$ cat src/logic/relay_sel_cfg.svh
// Constants for the relay status output selector.
// Assumes inclusion by the design module and the testbench only.
`ifndef RELAY_SEL_CFG_SVH
`define RELAY_SEL_CFG_SVH
`define ADDR_FUNC_SEL   8'h00
`define ADDR_UPPER_TH   8'h04
`define ADDR_LOWER_TH   8'h08
`define ADDR_AIN2_LIM   8'h0c
`define ADDR_STATUS     8'h10
`define ADDR_INT_STAT   8'h14
`define ADDR_INT_CLR    8'h18
`define ADDR_INT_EN     8'h1c
`define SEL_RUN         4'h0
`define SEL_HEALTHY     4'h1
`define SEL_AT_SPEED    4'h2
`define SEL_FREQ_NZ     4'h3
`define SEL_SPEED_LIM   4'h4
`define SEL_CURR_LIM    4'h5
`define SEL_TORQ_LIM    4'h6
`define SEL_AIN2_LIM    4'h7
`define SEL_PUMP        4'h8
`define SEL_FIRE        4'h9
`define SEL_MAINT       4'ha
`define SEL_AUTO_RDY    4'hb
`define SEL_TRIP        4'hc
`define SEL_INHIBIT     4'hd
`define SEL_PID_ERR     4'he
`define SEL_LOAD        4'hf
`define FUNC_SEL_RST    4'h1
`define RESP_OKAY       2'b00
`define RESP_SLVERR     2'b10
`endif

$ cat src/logic/relay_sel_pkg.sv
// Types shared by the relay selector.
// Assumes the cfg header for numeric constants.
package relay_sel_pkg;
    typedef struct packed {
        logic        run;
        logic        healthy;
        logic        at_speed;
        logic        freq_nz;
        logic        pump;
        logic        fire;
        logic        maint;
        logic        auto_mode;
        logic        tripped;
        logic        safety_ok;
        logic        inhibit_a;
        logic        inhibit_b;
        logic        can_run;
        logic        load_alarm;
    } drive_flags_s;

    typedef struct packed {
        logic [15:0] speed;
        logic [15:0] current;
        logic [15:0] torque;
        logic [15:0] ain2;
        logic [15:0] pid_err;
    } drive_meas_s;

    typedef enum logic [2:0] {
        BUS_IDLE = 3'b001,
        BUS_WR   = 3'b010,
        BUS_RD   = 3'b100
    } bus_state_e;
endpackage : relay_sel_pkg

$ cat src/logic/relay_sel.sv
// Relay output function selector with hysteresis and AXI4-Lite registers.
// Assumes status flags are synchronous to sys_clk; measurements are unsigned.
// Operation
// - Function select register chooses which status condition drives the relay.
// - Limit selections switch relay on when quantity exceeds upper threshold.
// - Limit selections switch relay off only below lower threshold.
// - Selection 0: relay on while motor enabled and running.
// - Selection 1: relay on while powered with no fault.
// - Selection 2: relay on while output frequency matches setpoint.
// - Selection 3: relay on while output frequency above zero.
// - Selection 4: relay on when speed exceeds limit, with hysteresis.
// - Selection 5: relay on when current exceeds limit, with hysteresis.
// - Selection 6: relay on when torque exceeds limit, with hysteresis.
// - Selection 9: relay on while emergency override mode active.
// - Selection 10: relay on when maintenance is due.
// - Auto-ready: relay on in auto mode, no trips, safety enabled.
// - Selection 12: relay on while tripped showing fault code.
// - Selection 13: relay on when both inhibit inputs present and drive can run.
// - Selection 14: relay on when PID error reaches programmed limit.
// - Selection 15: relay on when load monitor detects abnormal load.
//
// Local design decisions: the register offsets and the AXI4-Lite interface to the registers.
`include "relay_sel_cfg.svh"
module relay_sel
    import relay_sel_pkg::*;
#(
    parameter int W = 16
) (
    input  wire logic         sys_clk,
    input  wire logic         rst_b,
    input  wire drive_flags_s flags,
    input  wire drive_meas_s  meas,
    input  wire logic [7:0]   s_axi_awaddr,
    input  wire logic         s_axi_awvalid,
    output logic              s_axi_awready,
    input  wire logic [31:0]  s_axi_wdata,
    input  wire logic [3:0]   s_axi_wstrb,
    input  wire logic         s_axi_wvalid,
    output logic              s_axi_wready,
    output logic [1:0]        s_axi_bresp,
    output logic              s_axi_bvalid,
    input  wire logic         s_axi_bready,
    input  wire logic [7:0]   s_axi_araddr,
    input  wire logic         s_axi_arvalid,
    output logic              s_axi_arready,
    output logic [31:0]       s_axi_rdata,
    output logic [1:0]        s_axi_rresp,
    output logic              s_axi_rvalid,
    input  wire logic         s_axi_rready,
    output logic              relay2_out,
    output logic              irq
);

    typedef struct packed {
        logic [3:0]   func_sel;
        logic [W-1:0] upper_th;
        logic [W-1:0] lower_th;
        logic [W-1:0] ain2_lim;
        logic [4:0]   hyst;
        logic         relay;
        logic         relay_prev;
        logic [1:0]   int_stat;
        logic [1:0]   int_en;
        logic         irq;
        logic         aw_got;
        logic         w_got;
        logic [7:0]   awaddr;
        logic [31:0]  wdata;
        logic [3:0]   wstrb;
        logic         awready;
        logic         wready;
        logic         bvalid;
        logic [1:0]   bresp;
        logic         arready;
        logic         rvalid;
        logic [31:0]  rdata;
        logic [1:0]   rresp;
    } state_s;

    state_s st_ff;
    state_s nxt_st;

    logic [W-1:0] q [5];
    logic         cond;
    logic         is_lim;
    logic [2:0]   lim_idx;

    assign q[0] = meas.speed[W-1:0];
    assign q[1] = meas.current[W-1:0];
    assign q[2] = meas.torque[W-1:0];
    assign q[3] = meas.ain2[W-1:0];
    assign q[4] = meas.pid_err[W-1:0];

    // Per-quantity hysteresis comparators
    logic [4:0] hyst_nxt;
    genvar gi;
    generate
        for (gi = 0; gi < 5; gi++) begin : g_hyst
            // PID error sets at equality as well
            always_comb begin
                if (q[gi] > st_ff.upper_th || (gi == 4 && q[gi] == st_ff.upper_th)) begin
                    hyst_nxt[gi] = 1'b1;
                end else if (q[gi] < st_ff.lower_th) begin
                    hyst_nxt[gi] = 1'b0;
                end else begin
                    hyst_nxt[gi] = st_ff.hyst[gi];
                end
            end
        end
    endgenerate

    always_comb begin
        is_lim  = 1'b0;
        lim_idx = 3'd0;
        cond    = 1'b0;
        case (st_ff.func_sel)
            `SEL_RUN:      cond = flags.run;
            `SEL_HEALTHY:  cond = flags.healthy;
            `SEL_AT_SPEED: cond = flags.at_speed;
            `SEL_FREQ_NZ:  cond = flags.freq_nz;
            `SEL_SPEED_LIM: begin
                is_lim  = 1'b1;
                lim_idx = 3'd0;
            end
            `SEL_CURR_LIM: begin
                is_lim  = 1'b1;
                lim_idx = 3'd1;
            end
            `SEL_TORQ_LIM: begin
                is_lim  = 1'b1;
                lim_idx = 3'd2;
            end
            `SEL_AIN2_LIM: begin
                is_lim  = 1'b1;
                lim_idx = 3'd3;
            end
            `SEL_PUMP:     cond = flags.pump;
            `SEL_FIRE:     cond = flags.fire;
            `SEL_MAINT:    cond = flags.maint;
            `SEL_AUTO_RDY: cond = flags.auto_mode & ~flags.tripped & flags.safety_ok;
            `SEL_TRIP:     cond = flags.tripped;
            `SEL_INHIBIT:  cond = flags.inhibit_a & flags.inhibit_b & flags.can_run;
            `SEL_PID_ERR: begin
                is_lim  = 1'b1;
                lim_idx = 3'd4;
            end
            `SEL_LOAD:     cond = flags.load_alarm;
            default:       cond = 1'b0;
        endcase
        if (is_lim) begin
            cond = hyst_nxt[lim_idx];
        end
    end

    logic        wr_fire;
    logic        rd_fire;
    logic [31:0] rd_val;
    logic        rd_ok;
    logic        wr_ok;
    logic        rise;
    logic        fall;

    always_comb begin
        rd_ok  = 1'b1;
        rd_val = 32'h0000_0000;
        case (s_axi_araddr)
            `ADDR_FUNC_SEL: rd_val = {28'h0, st_ff.func_sel};
            `ADDR_UPPER_TH: rd_val = 32'(st_ff.upper_th);
            `ADDR_LOWER_TH: rd_val = 32'(st_ff.lower_th);
            `ADDR_AIN2_LIM: rd_val = 32'(st_ff.ain2_lim);
            `ADDR_STATUS:   rd_val = {26'h0, st_ff.hyst, st_ff.relay};
            `ADDR_INT_STAT: rd_val = {30'h0, st_ff.int_stat};
            `ADDR_INT_CLR:  rd_val = 32'h0000_0000;
            `ADDR_INT_EN:   rd_val = {30'h0, st_ff.int_en};
            default:        rd_ok  = 1'b0;
        endcase
    end

    always_comb begin
        nxt_st = st_ff;
        // Relay follows condition every cycle
        nxt_st.hyst       = hyst_nxt;
        nxt_st.relay      = cond;
        nxt_st.relay_prev = st_ff.relay;
        rise = st_ff.relay & ~st_ff.relay_prev;
        fall = ~st_ff.relay & st_ff.relay_prev;

        // Write channel: address and data in either order
        if (s_axi_awvalid && st_ff.awready) begin
            nxt_st.aw_got  = 1'b1;
            nxt_st.awaddr  = s_axi_awaddr;
            nxt_st.awready = 1'b0;
        end
        if (s_axi_wvalid && st_ff.wready) begin
            nxt_st.w_got  = 1'b1;
            nxt_st.wdata  = s_axi_wdata;
            nxt_st.wstrb  = s_axi_wstrb;
            nxt_st.wready = 1'b0;
        end
        wr_fire = st_ff.aw_got & st_ff.w_got & ~st_ff.bvalid;
        wr_ok   = 1'b1;
        if (wr_fire) begin
            nxt_st.aw_got = 1'b0;
            nxt_st.w_got  = 1'b0;
            nxt_st.bvalid = 1'b1;
            case (st_ff.awaddr)
                `ADDR_FUNC_SEL: begin
                    if (st_ff.wstrb[0]) nxt_st.func_sel = st_ff.wdata[3:0];
                end
                `ADDR_UPPER_TH: begin
                    if (st_ff.wstrb[0]) nxt_st.upper_th[7:0] = st_ff.wdata[7:0];
                    if (st_ff.wstrb[1]) nxt_st.upper_th[W-1:8] = st_ff.wdata[W-1:8];
                end
                `ADDR_LOWER_TH: begin
                    if (st_ff.wstrb[0]) nxt_st.lower_th[7:0] = st_ff.wdata[7:0];
                    if (st_ff.wstrb[1]) nxt_st.lower_th[W-1:8] = st_ff.wdata[W-1:8];
                end
                `ADDR_AIN2_LIM: begin
                    if (st_ff.wstrb[0]) nxt_st.ain2_lim[7:0] = st_ff.wdata[7:0];
                    if (st_ff.wstrb[1]) nxt_st.ain2_lim[W-1:8] = st_ff.wdata[W-1:8];
                end
                `ADDR_INT_CLR: begin
                    if (st_ff.wstrb[0]) nxt_st.int_stat = st_ff.int_stat & ~st_ff.wdata[1:0];
                end
                `ADDR_INT_EN: begin
                    if (st_ff.wstrb[0]) nxt_st.int_en = st_ff.wdata[1:0];
                end
                `ADDR_STATUS, `ADDR_INT_STAT: ;
                default: wr_ok = 1'b0;
            endcase
            nxt_st.bresp = wr_ok ? `RESP_OKAY : `RESP_SLVERR;
        end
        // Set wins over clear
        if (rise) nxt_st.int_stat[0] = 1'b1;
        if (fall) nxt_st.int_stat[1] = 1'b1;
        if (st_ff.bvalid && s_axi_bready) begin
            nxt_st.bvalid  = 1'b0;
            nxt_st.awready = 1'b1;
            nxt_st.wready  = 1'b1;
        end

        // Read channel
        rd_fire = s_axi_arvalid & st_ff.arready;
        if (rd_fire) begin
            nxt_st.arready = 1'b0;
            nxt_st.rvalid  = 1'b1;
            nxt_st.rdata   = rd_val;
            nxt_st.rresp   = rd_ok ? `RESP_OKAY : `RESP_SLVERR;
        end
        if (st_ff.rvalid && s_axi_rready) begin
            nxt_st.rvalid  = 1'b0;
            nxt_st.arready = 1'b1;
        end
        nxt_st.irq = |(nxt_st.int_stat & nxt_st.int_en);
    end

    always_ff @(posedge sys_clk) begin
        if (!rst_b) begin
            st_ff          <= '0;
            st_ff.func_sel <= `FUNC_SEL_RST;
            st_ff.awready  <= 1'b1;
            st_ff.wready   <= 1'b1;
            st_ff.arready  <= 1'b1;
        end else begin
            st_ff <= nxt_st;
        end
    end

    assign s_axi_awready = st_ff.awready;
    assign s_axi_wready  = st_ff.wready;
    assign s_axi_bvalid  = st_ff.bvalid;
    assign s_axi_bresp   = st_ff.bresp;
    assign s_axi_arready = st_ff.arready;
    assign s_axi_rvalid  = st_ff.rvalid;
    assign s_axi_rdata   = st_ff.rdata;
    assign s_axi_rresp   = st_ff.rresp;
    assign relay2_out    = st_ff.relay;
    assign irq           = st_ff.irq;
endmodule : relay_sel

$ cat config.mk
export PLATFORM = sky130hd
export DESIGN_NAME = relay_sel
export DESIGN_NICKNAME = d
export VERILOG_FILES = /design/src/logic/relay_sel_pkg.sv /design/src/logic/relay_sel.sv
export VERILOG_INCLUDE_DIRS = /design/src /design/src/logic
export SDC_FILE = /design/constraint.sdc
export NUM_CORES = 1
export LEC_CHECK = 0
export BUFFER_PORTS_ARGS = -buffer_cell sky130_fd_sc_hd__buf_2
export CAP_MARGIN = 15
export CORE_MARGIN = 8
export CORE_UTILIZATION = 60
export DETAILED_ROUTE_END_ITERATION = 7
export PLACE_DENSITY = 0.88
export SYNTH_ARGS = -nofsm -noshare
export SYNTH_HDL_FRONTEND = slang
export SYNTH_SLANG_ARGS = --single-unit
$ cat constraint.sdc
create_clock -name sys_clk -period 4 [get_ports sys_clk]
set_input_delay 0.2 -clock sys_clk [delete_from_list [all_inputs] [get_ports sys_clk]]
set_output_delay 0.2 -clock sys_clk [all_outputs]
set_load 0.01 [all_outputs]
### After elaboration in Yosys (flattened, before gate mapping)

Cells that the tools add are included.

* magnitude comparators: 11
* eq/ne operators: 30
* multiplexer cells: 29
* bitwise operators: 17
* reductions and logical operators: 22

Operators by type and width (count)
* 16-bit case mux with 7 select lines: 1
* 16-bit greater-than comparator: 5
* 16-bit < comparator: 5
* 8-bit by 5-bit == test with 1-bit output (second input constant): 8
* 4-bit == test (second input constant): 8
* 8-bit by 4-bit == test with 1-bit output (second input constant): 4
* 3-bit AND reduction: 7
* 1-bit 2-to-1 mux: 18
* 16-bit == test: 1
* 4-bit by 3-bit == test with 1-bit output (second input constant): 4
* 8-bit by 3-bit == test with 1-bit output (second input constant): 2
* 8-bit logical NOT: 2
* 8-bit OR reduction: 2
* 2-bit 2-to-1 mux: 6
* 3-bit case mux with 4 select lines: 1
* 1-bit case mux with 11 select lines: 1
* 1-bit bitwise AND: 9
* 4-bit by 2-bit == test with 1-bit output (second input constant): 2
* 2-bit OR reduction: 4
* 1-bit inverter: 5
* 5-bit OR reduction: 1
* 2-bit bitwise AND: 2
* 4-bit by 1-bit == test with 1-bit output (second input constant): 1
* 1-bit logical AND: 4
* 6 further kinds: 6

* register bits after elaboration: 133
* input port bits: 153
* output and inout bits: 43

### Logic depth before layout (Yosys ltp)

Gate-level depths: netlist of the first run.

* depth after elaboration: 8
* mapped depth: 9

### Worst setup path after synthesis of the first run

OpenSTA, ideal clock, no wires.

* path kind: register to register
* start: register st_ff[145] in the netlist's numbering
* end: register st_ff (netlist bit relay2_out)
* data arrival time: 2.184 ns
* required time: 3.908 ns
* slack: 1.724 ns
* cell stages (with the launch flop): 9
* cell sequence: dfxtp_1 inv_1 ha_1 nand4_2 or4_4 o211a_1 o311ai_1 a2111oi_1 nor4_1

* longest elaborated chain between the ends: 6
* elaborated cells between the ends (all ways): 15
* those cells by class: 5 x order compare; 1 x eq/ne; 8 x mux; 1 x reduce/logical

Ends and longest elaborated chain
* start: declaration: line relay_sel.sv:80 `state_s st_ff;`
* start signal: assignment: line relay_sel.sv:265 `st_ff <= nxt_st;`
* 16-bit greater-than comparator or 16-bit == test (tied branches): line relay_sel.sv:101 `if (q[gi] > st_ff.upper_th || (gi == 4 && q[gi] == st_ff.upper_th)) begin`
* 1-bit logical OR: line relay_sel.sv:101
* 1-bit 2-to-1 mux: line relay_sel.sv:101
* 1-bit binary-select mux with 3-bit select (*): line relay_sel.sv:151 `cond = hyst_nxt[lim_idx];`
* 1-bit 2-to-1 mux (implied by the code) (*): line relay_sel.sv:151
* 1-bit 2-to-1 mux (*): line relay_sel.sv:150 `if (is_lim) begin`

Every way passes the cells marked *; elsewhere a longest branch is shown, timed or not. The select of a mux whose other input is x is not followed.
A chain may end at the register's enable or synchronous reset.

### Final worst setup path of the first run

Ends and elaborated chain as after synthesis.

==> results of run 1 <==
==> final timing paths <==
path                          to  slack, ns  cells after the start
setup reg to reg      relay2_out       1.29                      8
hold / removal     s_axi_arready       0.02                      2
setup / recovery      relay2_out       1.29                      8
hold reg to reg   s_axi_rdata[5]       0.45                      2
==> routing by layer <==
layer	share of wire [%]	vias up
met3	8.3	90
met4	4.2	0
li1	-	3896
met1	41	3750
met2	46	393
met5	0	-
==> registers in the layout (all words and copies together), names as in the netlist <==
signal	cells
st_ff	90
s_axi_rdata	16
irq	1
relay2_out	1
s_axi_arready	1
s_axi_awready	1
s_axi_bresp	1
s_axi_bvalid	1
s_axi_rresp	1
s_axi_rvalid	1
s_axi_wready	1
==> metrics by stage <==
stage	utilization (%)	hold slack (ns)
after global routing	71.0	0.0211
after CTS	71.0	0.0123
final	71.0	0.0217
after global placement	66.2	0.406
after floorplan	-	0.300
after detailed placement	66.2	0.414
==> cells in the final DEF (no fill, tap or decap), types with 11 or more instances in the layout <==
cell / n
a22oi_1: 11
nor3_1: 16
buf_2: 159
inv_1: 47
ha_1: 155
nand4_1: 24
dfxtp_1: 115
a21oi_1: 105
o21ai_0: 39
nand2_1: 112
nand3_1: 38
mux2i_1: 58
a21o_1: 14
nor2_1: 95
clkbuf_16: 17
conb_1: 18
==> layout make-up <==
| type | instances | share of cell area (%) |
|---|---|---|
| inverter | 48 | 1.84 |
| tap | 180 | 2.29 |
| multi-input combinational | 798 | 57.5 |
| timing repair buffer | 161 | 8.29 |
| clock inverter | 10 | 1.81 |
| sequential | 115 | 23.5 |
| clock buffer | 22 | 4.83 |
==> power groups by stage <==
stage | logic (W) | clock network, W | registers [W]
after floorplan | 0.000274 | 0 | 0.00122
after global placement | 0.000399 | 0 | 0.00123
after detailed placement | 0.000413 | 0 | 0.00123
after CTS | 0.000418 | 0.00166 | 0.00121
after global routing | 0.000479 | 0.00172 | 0.00121
final | 0.000424 | 0.00166 | 0.00121
==> cells by family (layout without fill, tap and decap cells) <==
group	after synthesis	count (layout)	share of synthesized area, %
DFF	115	115	27.2
AOI/OAI and AO/OA	229	229	16.5
and+or+nand+nor	334	334	18.8
other	1	18	0.0443
buffers and inverters	118	241	6.87
adders and majority gates	155	155	22.9
muxes	62	62	7.66
==> impl_metrics.json, run 1 <==
{
  "status": "completed",
  "vias": 8129,
  "grt_pass1_vias": 8171,
  "multi_input_area_um2": 5640,
  "antenna_found_initial": 0,
  "leakagePower_nw": 4.43,
  "rr_startpoint": "st_ff[145]",
  "grt_max_degree": 62,
  "portBuffers": 159,
  "first_pass_iters": 8,
  "maxSlewViolCount": 0,
  "ant_nets": 0,
  "gp_congestion": 0.963,
  "endpoint_kind": "register",
  "core_area_um2": 13800,
  "worst_slack_ns": 1.29,
  "seq_power_share_pct": 36.8,
  "design_area_um2": 9820,
  "syn-cell-area_um2": 8460,
  "combinationalPowerShare_pct": 12.9,
  "power_density_nw_per_um2": 335,
  "finalWirelength_um": 25400,
  "drive_above_1_share_pct": 17.9,
  "met1_usage_pct": 33.3,
  "path_delay_family": "simple AND/OR/NAND/NOR gates",
  "drt_iter0_drc": 671,
  "cts_buffers": 17,
  "worst_pin_slew_ns": 1.10,
  "ir_worst_vdd_uv": 347,
  "cp_data_required_time_ns": 4.31,
  "worstHoldPathType": "input pin to register",
  "yosysMostFrequentCell": "ha_1",
  "met2_usage_pct": 45.4,
  "cts_buffer_depth": 2,
  "cts_resized": 0,
  "fp.dieH_um": 135,
  "yosysWarnings": 0,
  "synth_top_area_share_pct": 27.2,
  "pre_cts_slack_ns": 1.33,
  "placed_cells": 1301,
  "initial_utilization_pct": 61.2,
  "instances_no_fill": 1334,
  "synthToLayoutAreaGrowth_pct": 16.0,
  "critical_path_class": "register to register",
  "seqCellArea_um2": 2300,
  "synth_cells": 1014,
  "async_flop_share_pct": 0,
  "crit_start": "st_ff[145]",
  "avgSynthCellArea_um2": 8.35,
  "clk_pin_slew_ns": 0.05,
  "ys.flop_type": "dfxtp_1",
  "switchingPower_w": 0.000788,
  "ctsHoldBuffers": 1,
  "via_per_inst": 6.09,
  "arrival_ns": 3.02,
  "critPathMaxFanout": 5,
  "synth-edff-count": 0,
  "die_w_um": 135,
  "drc": 0,
  "cts_root_buffer": "clkbuf_16",
  "rows": 43,
  "ys_types": 62,
  "clkSinkCount": 115,
  "fin_skew_ns": 0.00734,
  "seq_area_frac_synth_pct": 27.2,
  "dp_hpwl_um": 19300,
  "hold_viol": 0,
  "io_pins": 196,
  "rsz0062_at_grt": "false",
  "grt_pass1_wl_um": 40400,
  "use_met3_pct": 6.69,
  "switching_share_pct": 23.9,
  "nets": 1449,
  "cap_violations": 0,
  "placed_cell_area_um2": 9150,
  "yosys-top-cells-count": "155 x ha_1, 115 x dfxtp_1, 112 x nand2_1, 105 x a21oi_1, 95 x nor2_1",
  "htreeDepth": 4,
  "cp_cell_sequence": "inv_1 -> ha_1 -> nand4_2 -> or4_4 -> o211a_1 -> o311ai_1 -> a2111oi_1 -> nor4_1",
  "insertion_delay_ns": 0.41,
  "fin_tns_setup_ns": 0,
  "post_cts_buffers": 0,
  "cts_tree": "done",
  "post_drt_wl_per_cell_um": 19.0,
  "n_antenna_cell": 0,
  "cp.buffers_inverters": 1,
  "pwr-share-clk_pct": 50.3,
  "fmax_mhz": 369,
  "synthTopCellsByArea": "dfxtp_1 27%, ha_1 23%, mux2i_1 6.9%",
  "yosys.area.top_type": "dfxtp_1",
  "cpPeakStageDelay_ns": 0.58,
  "busiest_layer": "met2",
  "ys_ff_latch": 115,
  "overflow": 0,
  "min_from": "s_axi_rready",
  "fin_crit_ns": 2.71,
  "power_w": 0.00329,
  "p_int_w": 0.00251,
  "finalSetupViolCount": 0,
  "slew_headroom_pct": 26.4,
  "track_usage_pct": 27.8,
  "n_fill_cell": 1059,
  "cpMaxStageDelayCell": "or4_4",
  "period_share_pct": 67.7,
  "dieArea_um2": 18200,
  "cp-start-kind": "register"
}
No activity file was read; power rests on OpenSTA's default activity.
==> run 2, diff against run 1 <==
--- a/config.mk
+++ b/config.mk
@@ -6,12 +6,13 @@
 export SDC_FILE = /design/constraint.sdc
 export NUM_CORES = 1
 export LEC_CHECK = 0
+export ABC_AREA = 1
 export BUFFER_PORTS_ARGS = -buffer_cell sky130_fd_sc_hd__buf_2
 export CAP_MARGIN = 15
 export CORE_MARGIN = 8
-export CORE_UTILIZATION = 60
+export CORE_UTILIZATION = 55
 export DETAILED_ROUTE_END_ITERATION = 7
-export PLACE_DENSITY = 0.88
+export PLACE_DENSITY = 0.81
 export SYNTH_ARGS = -nofsm -noshare
 export SYNTH_HDL_FRONTEND = slang
 export SYNTH_SLANG_ARGS = --single-unit
==> constraint.sdc (replaced) <==
create_clock -name sys_clk -period 2.5 [get_ports sys_clk]
set_input_delay 0.125 -clock sys_clk [delete_from_list [all_inputs] [get_ports sys_clk]]
set_output_delay 0.125 -clock sys_clk [all_outputs]
set_load 0.01 [all_outputs]
==> run 2 against run 1 <==
Effect of this change: clock skew rose by 0.00089 ns; core utilization fell by 4.1 points; first-iteration DRC count fell by 11%; sequential share of layout area fell by 0.74 points.
==> impl_metrics.json, run 2 <==
{
  "cts_resized": 0,
  "nets": 1618,
  "cp.buffers_inverters": 1,
  "ys.flop_type": "dfxtp_1",
  "io_pins": 196,
  "rr_startpoint": "st_ff[126]",
  "track_usage_pct": 25.7,
  "cpMaxStageDelayCell": "ha_1",
  "cts_buffer_depth": 2,
  "worstHoldPathType": "input pin to register",
  "clk_pin_slew_ns": 0.06,
  "slew_headroom_pct": 56.0,
  "final_cell_mix": "195 x nand2_1, 159 x buf_2, 155 x ha_1",
  "worst_slack_ns": 0.424,
  "synth_cells": 1150,
  "rsz0062_at_grt": "false",
  "yosysMostFrequentCell": "nand2_1",
  "ant_nets": 0,
  "maxSlewViolCount": 0,
  "fin_crit_ns": 2.08,
  "fmax_mhz": 482,
  "cp_data_required_time_ns": 2.79,
  "vias": 8526,
  "clkSinkCount": 115,
  "reg2regPathDepth": 12,
  "critical_path_class": "register to register",
  "pre_cts_slack_ns": 0.481,
  "finalWirelength_um": 25600,
  "cp_cell_sequence": "inv_1 -> ha_1 -> a21oi_1 -> a21oi_1 -> nor2_1 -> nand2_1 -> nand2_1 -> nand3_1 -> nand3_1 -> nand3_1 -> nand2_1 -> a21oi_1",
  "power_density_nw_per_um2": 541,
  "drt_iter0_drc": 594,
  "rrSetupSlack_ns": 0.42,
  "yosysWarnings": 0,
  "arrival_ns": 2.37,
  "cp-start-kind": "register",
  "gp_congestion": 0.875,
  "min_path_cells": 3,
  "fp.dieH_um": 140,
  "fin_skew_ns": 0.00823,
  "fin_tns_setup_ns": 0,
  "overflow": 0,
  "worst_pin_slew_ns": 0.659,
  "portBuffers": 159,
  "drc": 0,
  "antenna_found_initial": 2,
  "cap_violations": 0,
  "post_cts_buffers": 0,
  "grt_pass1_wl_um": 40800,
  "cts_tree": "done",
  "endpoint_kind": "register",
  "grt_pass1_vias": 8377,
  "cts_root_buffer": "clkbuf_16",
  "min_from": "s_axi_awaddr[2]",
  "power_w": 0.00548,
  "rr_endpoint": "relay2_out",
  "grt_max_degree": 79,
  "core_area_um2": 15100,
  "dieArea_um2": 19700,
  "ys_types": 48,
  "syn-cell-area_um2": 8510,
  "via_per_inst": 5.64,
  "leakagePower_nw": 4.67,
  "drive_above_1_share_pct": 17.2,
  "n_fill_cell": 1304,
  "yosys-top-cells-count": "195 x nand2_1, 155 x ha_1, 153 x a21oi_1, 126 x inv_1, 115 x dfxtp_1",
  "post_drt_wl_per_cell_um": 16.9,
  "path_delay_family": "simple AND/OR/NAND/NOR gates",
  "synthToLayoutAreaGrowth_pct": 19.1,
  "holdWs_ns": 0.0114,
  "synthTopCellsByArea": "dfxtp_1 27%, ha_1 23%, a21oi_1 9.0%",
  "synth_top_area_share_pct": 27.1,
  "die_w_um": 140,
  "status": "completed",
  "largest_register_ffs": 90,
  "finalSetupViolCount": 0,
  "initial_utilization_pct": 56.2,
  "htreeDepth": 4,
  "hold_viol": 0,
  "cpPeakStageDelay_ns": 0.34,
  "async_flop_share_pct": 0,
  "layout_commonest_cell": "nand2_1",
  "critPathMaxFanout": 7,
  "period_share_pct": 83.1,
  "rows": 45,
  "yosys.area.top_type": "dfxtp_1",
  "insertion_delay_ns": 0.41,
  "seq_area_frac_synth_pct": 27.1,
  "first_pass_iters": 5,
  "ir_worst_vdd_uv": 573,
  "synth-edff-count": 0,
  "cts_buffers": 17,
  "ys_ff_latch": 115,
  "dp_hpwl_um": 19500,
  "holdPathEnd": "st_ff[79]",
  "largest-register": "st_ff",
  "avgSynthCellArea_um2": 7.40
}
## run 2: cell count changes in the layout (fill, tap and decap cells not counted), sizes merged, moves of 18 or more
cell	before	now
mux2i	58	0
inv	48	133
dlygate4sd3	1	19
nand2	112	196
o21ai	41	112
a21oi	105	155
## run 2: timing repair
item / in CTS / in global routing
endpoints found under the hold margin: 20 / 0
endpoints found under the setup margin: 0 / 0
hold buffers: 19 / 0
## run 2: final cells by class
cell class | count | area [um^2] | area share [%]
Clock inverter | 15 | 250 | 2.47
Inverter | 129 | 487 | 4.80
Timing Repair Buffer | 184 | 1030 | 10.2
Sequential cell | 115 | 2300 | 22.7
Clock buffer | 17 | 425 | 4.20
Multi-Input combinational cell | 863 | 5400 | 53.3
Antenna cell | 2 | 5.00 | 0.0494
Tap cell | 188 | 235 | 2.32
## run 2: how the worst max path moves through the flow
stage	start	to	depth (start not counted)
after global routing	st_ff[146]	relay2_out	14
after detailed placement	st_ff[146]	relay2_out	14
final	st_ff[126]	relay2_out	12
after CTS	st_ff[146]	relay2_out	14
after floorplan	st_ff[136]	relay2_out	14
after global placement	st_ff[146]	relay2_out	14
## run 2: kinds of logic (layout without fill, tap and decap cells)
| family | after synthesis | count (layout) | share of synthesized area, % |
|---|---|---|---|
| other cells | 1 | 20 | 0.0441 |
| compound gates | 306 | 306 | 20.1 |
| buf+inv | 189 | 345 | 10.2 |
| fa+ha+maj | 155 | 155 | 22.8 |
| simple gates | 384 | 384 | 19.7 |
| flops | 115 | 115 | 27.1 |
## run 2: where the power goes
group | total, W | leakage, nW | switching [W] | internal [W]
registers | 0.00195 | 0.937 | 0.0000538 | 0.00189
clock network | 0.00278 | 0.329 | 0.000900 | 0.00188
logic | 0.000754 | 3.41 | 0.000441 | 0.000313
## run 2: worst reg2reg max path: stages, from the launching register on
cell     delay (ns)
dfxtp_1        0.29
inv_1          0.26
ha_1           0.34
a21oi_1        0.19
a21oi_1        0.08
nor2_1         0.18
nand2_1        0.12
nand2_1        0.09
nand3_1        0.07
nand3_1        0.09
nand3_1        0.07
nand2_1        0.10
a21oi_1        0.07
## run 2: metrics by stage
stage | utilization (%) | area (um^2) | std cells
after floorplan | - | 8570 | 1167
after global placement | 61.2 | 9260 | 1460
after detailed placement | 61.2 | 9260 | 1460
after CTS | 66.9 | 10100 | 1511
after global routing | 66.9 | 10100 | 1513
final | 66.9 | 10100 | 1513
## run 2: layer usage
layer	share of wire (%)	vias to the layer above	wire length, um	global-route usage, %
met1	42	3872	10700	30.4
met5	0	-	0	0
li1	-	4207	-	-
met2	47	387	12100	43.5
met3	8.6	60	2210	7.10
met4	2.5	0	643	9.66
==> run 3, diff against run 2 <==
==> constraint.sdc (replaced) <==
create_clock -name sys_clk -period 2 [get_ports sys_clk]
set_input_delay 0.1 -clock sys_clk [delete_from_list [all_inputs] [get_ports sys_clk]]
set_output_delay 0.1 -clock sys_clk [all_outputs]
set_load 0.01 [all_outputs]
==> run 3 against run 2 <==
Effect of this change: combinational power up 28%; register-to-register slack worse by 0.41 ns; sequential share of layout area down 0.74 points; critical path depth unchanged; critical path type unchanged; sequential cell count unchanged; clock power up 17%; design area up 3.4%; critical endpoint unchanged; sequential power up 25%; maximum frequency up 4.6%.
==> impl_metrics.json, run 3 (same netlist as run 2, synthesis figures left out) <==
{
  "cp_data_required_time_ns": 2.29,
  "slew_headroom_pct": 57.5,
  "finalWirelength_um": 25500,
  "min_path_cells": 3,
  "fmax_mhz": 504,
  "ant_nets": 0,
  "nets": 1650,
  "rsz0062_at_grt": "true",
  "switching_share_pct": 25.6,
  "combinationalPowerShare_pct": 14.5,
  "hold_viol": 0,
  "clk_pin_slew_ns": 0.05,
  "synthToLayoutAreaGrowth_pct": 23.2,
  "track_usage_pct": 25.4,
  "drive_above_1_share_pct": 21.8,
  "layout_commonest_cell": "nand2_1",
  "p_int_w": 0.00496,
  "cts_tree": "done",
  "critPathMaxFanout": 6,
  "dp_hpwl_um": 19500,
  "pwr-share-clk_pct": 48.9,
  "rows": 45,
  "utilization_pct": 69.2,
  "worst_pin_slew_ns": 0.636,
  "switchingPower_w": 0.00171,
  "gp_congestion": 0.915,
  "largest-register": "st_ff",
  "insertion_delay_ns": 0.42,
  "rr_startpoint": "st_ff[143]",
  "fp.dieH_um": 140,
  "endpoint_kind": "register",
  "cp-start-kind": "register",
  "rr_endpoint": "relay2_out",
  "htreeDepth": 4,
  "largest_register_ffs": 90,
  "portBuffers": 159,
  "antenna_found_initial": 0,
  "die_w_um": 140,
  "holdPathEnd": "st_ff[57]",
  "grt_pass1_wl_um": 40300,
  "design_area_um2": 10500,
  "period_share_pct": 99.2,
  "via_per_inst": 5.56,
  "worst_slack_ns": 0.0150,
  "placed_cell_area_um2": 9460,
  "grt_pass1_vias": 8346,
  "dieArea_um2": 19700,
  "drt_iter0_drc": 547,
  "pre_cts_slack_ns": -0.00857,
  "status": "completed",
  "finalSetupViolCount": 0,
  "grt_max_degree": 79,
  "maxSlewViolCount": 0,
  "min_from": "s_axi_wdata[12]",
  "cts_buffer_depth": 2,
  "critical_path_class": "register to register",
  "cap_violations": 0,
  "seq_power_share_pct": 36.6,
  "vias": 8577,
  "io_pins": 196,
  "worstHoldPathType": "input pin to register",
  "cts_buffers": 17,
  "rrSetupSlack_ns": 0.02,
  "fin_skew_ns": 0.00997,
  "fin_crit_ns": 1.98,
  "initial_utilization_pct": 56.2,
  "first_pass_iters": 5,
  "power_density_nw_per_um2": 636,
  "arrival_ns": 2.27,
  "clkSinkCount": 115,
  "leakagePower_nw": 4.82,
  "final_cell_mix": "190 x nand2_1, 159 x buf_2, 152 x a21oi_1",
  "n_antenna_cell": 0,
  "ir_worst_vdd_uv": 641,
  "core_area_um2": 15100,
  "overflow": 0,
  "cts_root_buffer": "clkbuf_16",
  "fin_tns_setup_ns": 0,
  "power_w": 0.00666,
  "drc": 0,
  "reg2regPathDepth": 12,
  "post_drt_wl_per_cell_um": 16.5
}
run 3: cell count changes in the layout (fill, tap and decap cells not counted), moves of 4 or more:
cell,change
nand2_1,-5
nor3_1,-4
buf_4,+28
inv_2,+16
nor2_1,-6
nor3_2,+4
ha_1,-5
clkinvlp_4,+4
nor2_2,+6
ha_4,+5
nand2_2,+5
inv_1,-18
run 3: how the worst max path moves through the flow:
stage / from / endpoint / slack, ns / cells past startpoint
floorplan: st_ff[136] / relay2_out / 0.39 / 14
global placement: st_ff[122] / relay2_out / 0.009 / 14
detailed placement: st_ff[122] / relay2_out / -0.009 / 14
CTS: st_ff[136] / relay2_out / 0.02 / 14
global route: st_ff[120] / relay2_out / -0.09 / 14
finish: st_ff[143] / relay2_out / 0.02 / 12
run 3: area by class of cell:
| type | count | area [um^2] |
|---|---|---|
| Timing Repair Buffer | 216 | 1290 |
| Clock buffer | 20 | 467 |
| Clock inverter | 12 | 178 |
| Multi-Input combinational cell | 863 | 5510 |
| Fill cell | 1206 | 4670 |
| Inverter | 129 | 493 |
| Sequential cell | 115 | 2300 |
| Tap cell | 188 | 235 |
run 3: per-layer routing:
| metal | share of wire, % | track usage (%) | vias up | wire length, um |
|---|---|---|---|---|
| li1 | - | - | 4279 | - |
| met1 | 43 | 30.6 | 3881 | 10900 |
| met2 | 47 | 43.7 | 366 | 12000 |
| met3 | 8.0 | 5.91 | 51 | 2050 |
| met4 | 2.2 | 8.06 | 0 | 568 |
| met5 | 0 | 0 | - | 0 |
run 3: worst max-delay path: stages, from the launching register on:
cell and delay [ns]:
dfxtp_1 0.31, inv_1 0.27, ha_1 0.30, nand3_1 0.12, inv_1 0.05, a21oi_1 0.22
nand2_1 0.08, nand2_1 0.09, nand3_1 0.08, nand3_1 0.07, nand3_1 0.07, nand2_1 0.11
a21oi_1 0.08
run 3: timing repair:
| action | CTS | global route |
|---|---|---|
| cloned | 0 | 0 |
| resized for setup | 3 | 40 |
| endpoints found under the setup margin | 1 | 3 |
| pin swaps | 0 | 10 |
| hold buffers | 22 | 0 |
| hold endpoints to repair | 24 | 0 |
| setup buffers | 0 | 3 |
run 3: power groups by stage:
stage | clock, W | combinational, W | sequential [W]
5_1_grt | 0.00337 | 0.00110 | 0.00244
3_3_place_gp | 0 | 0.000865 | 0.00248
3_5_place_dp | 0 | 0.000895 | 0.00248
2_1_floorplan | 0 | 0.000578 | 0.00246
4_1_cts | 0.00327 | 0.000935 | 0.00243
6_report | 0.00326 | 0.000967 | 0.00244
run 3: metrics by stage:
step | hold slack [ns] | cells
final | 0.0160 | 1543
after global routing | 0.0249 | 1543
after CTS | 0.00268 | 1540
after detailed placement | 0.332 | 1486
after global placement | 0.327 | 1486
after floorplan | 0.236 | 1167
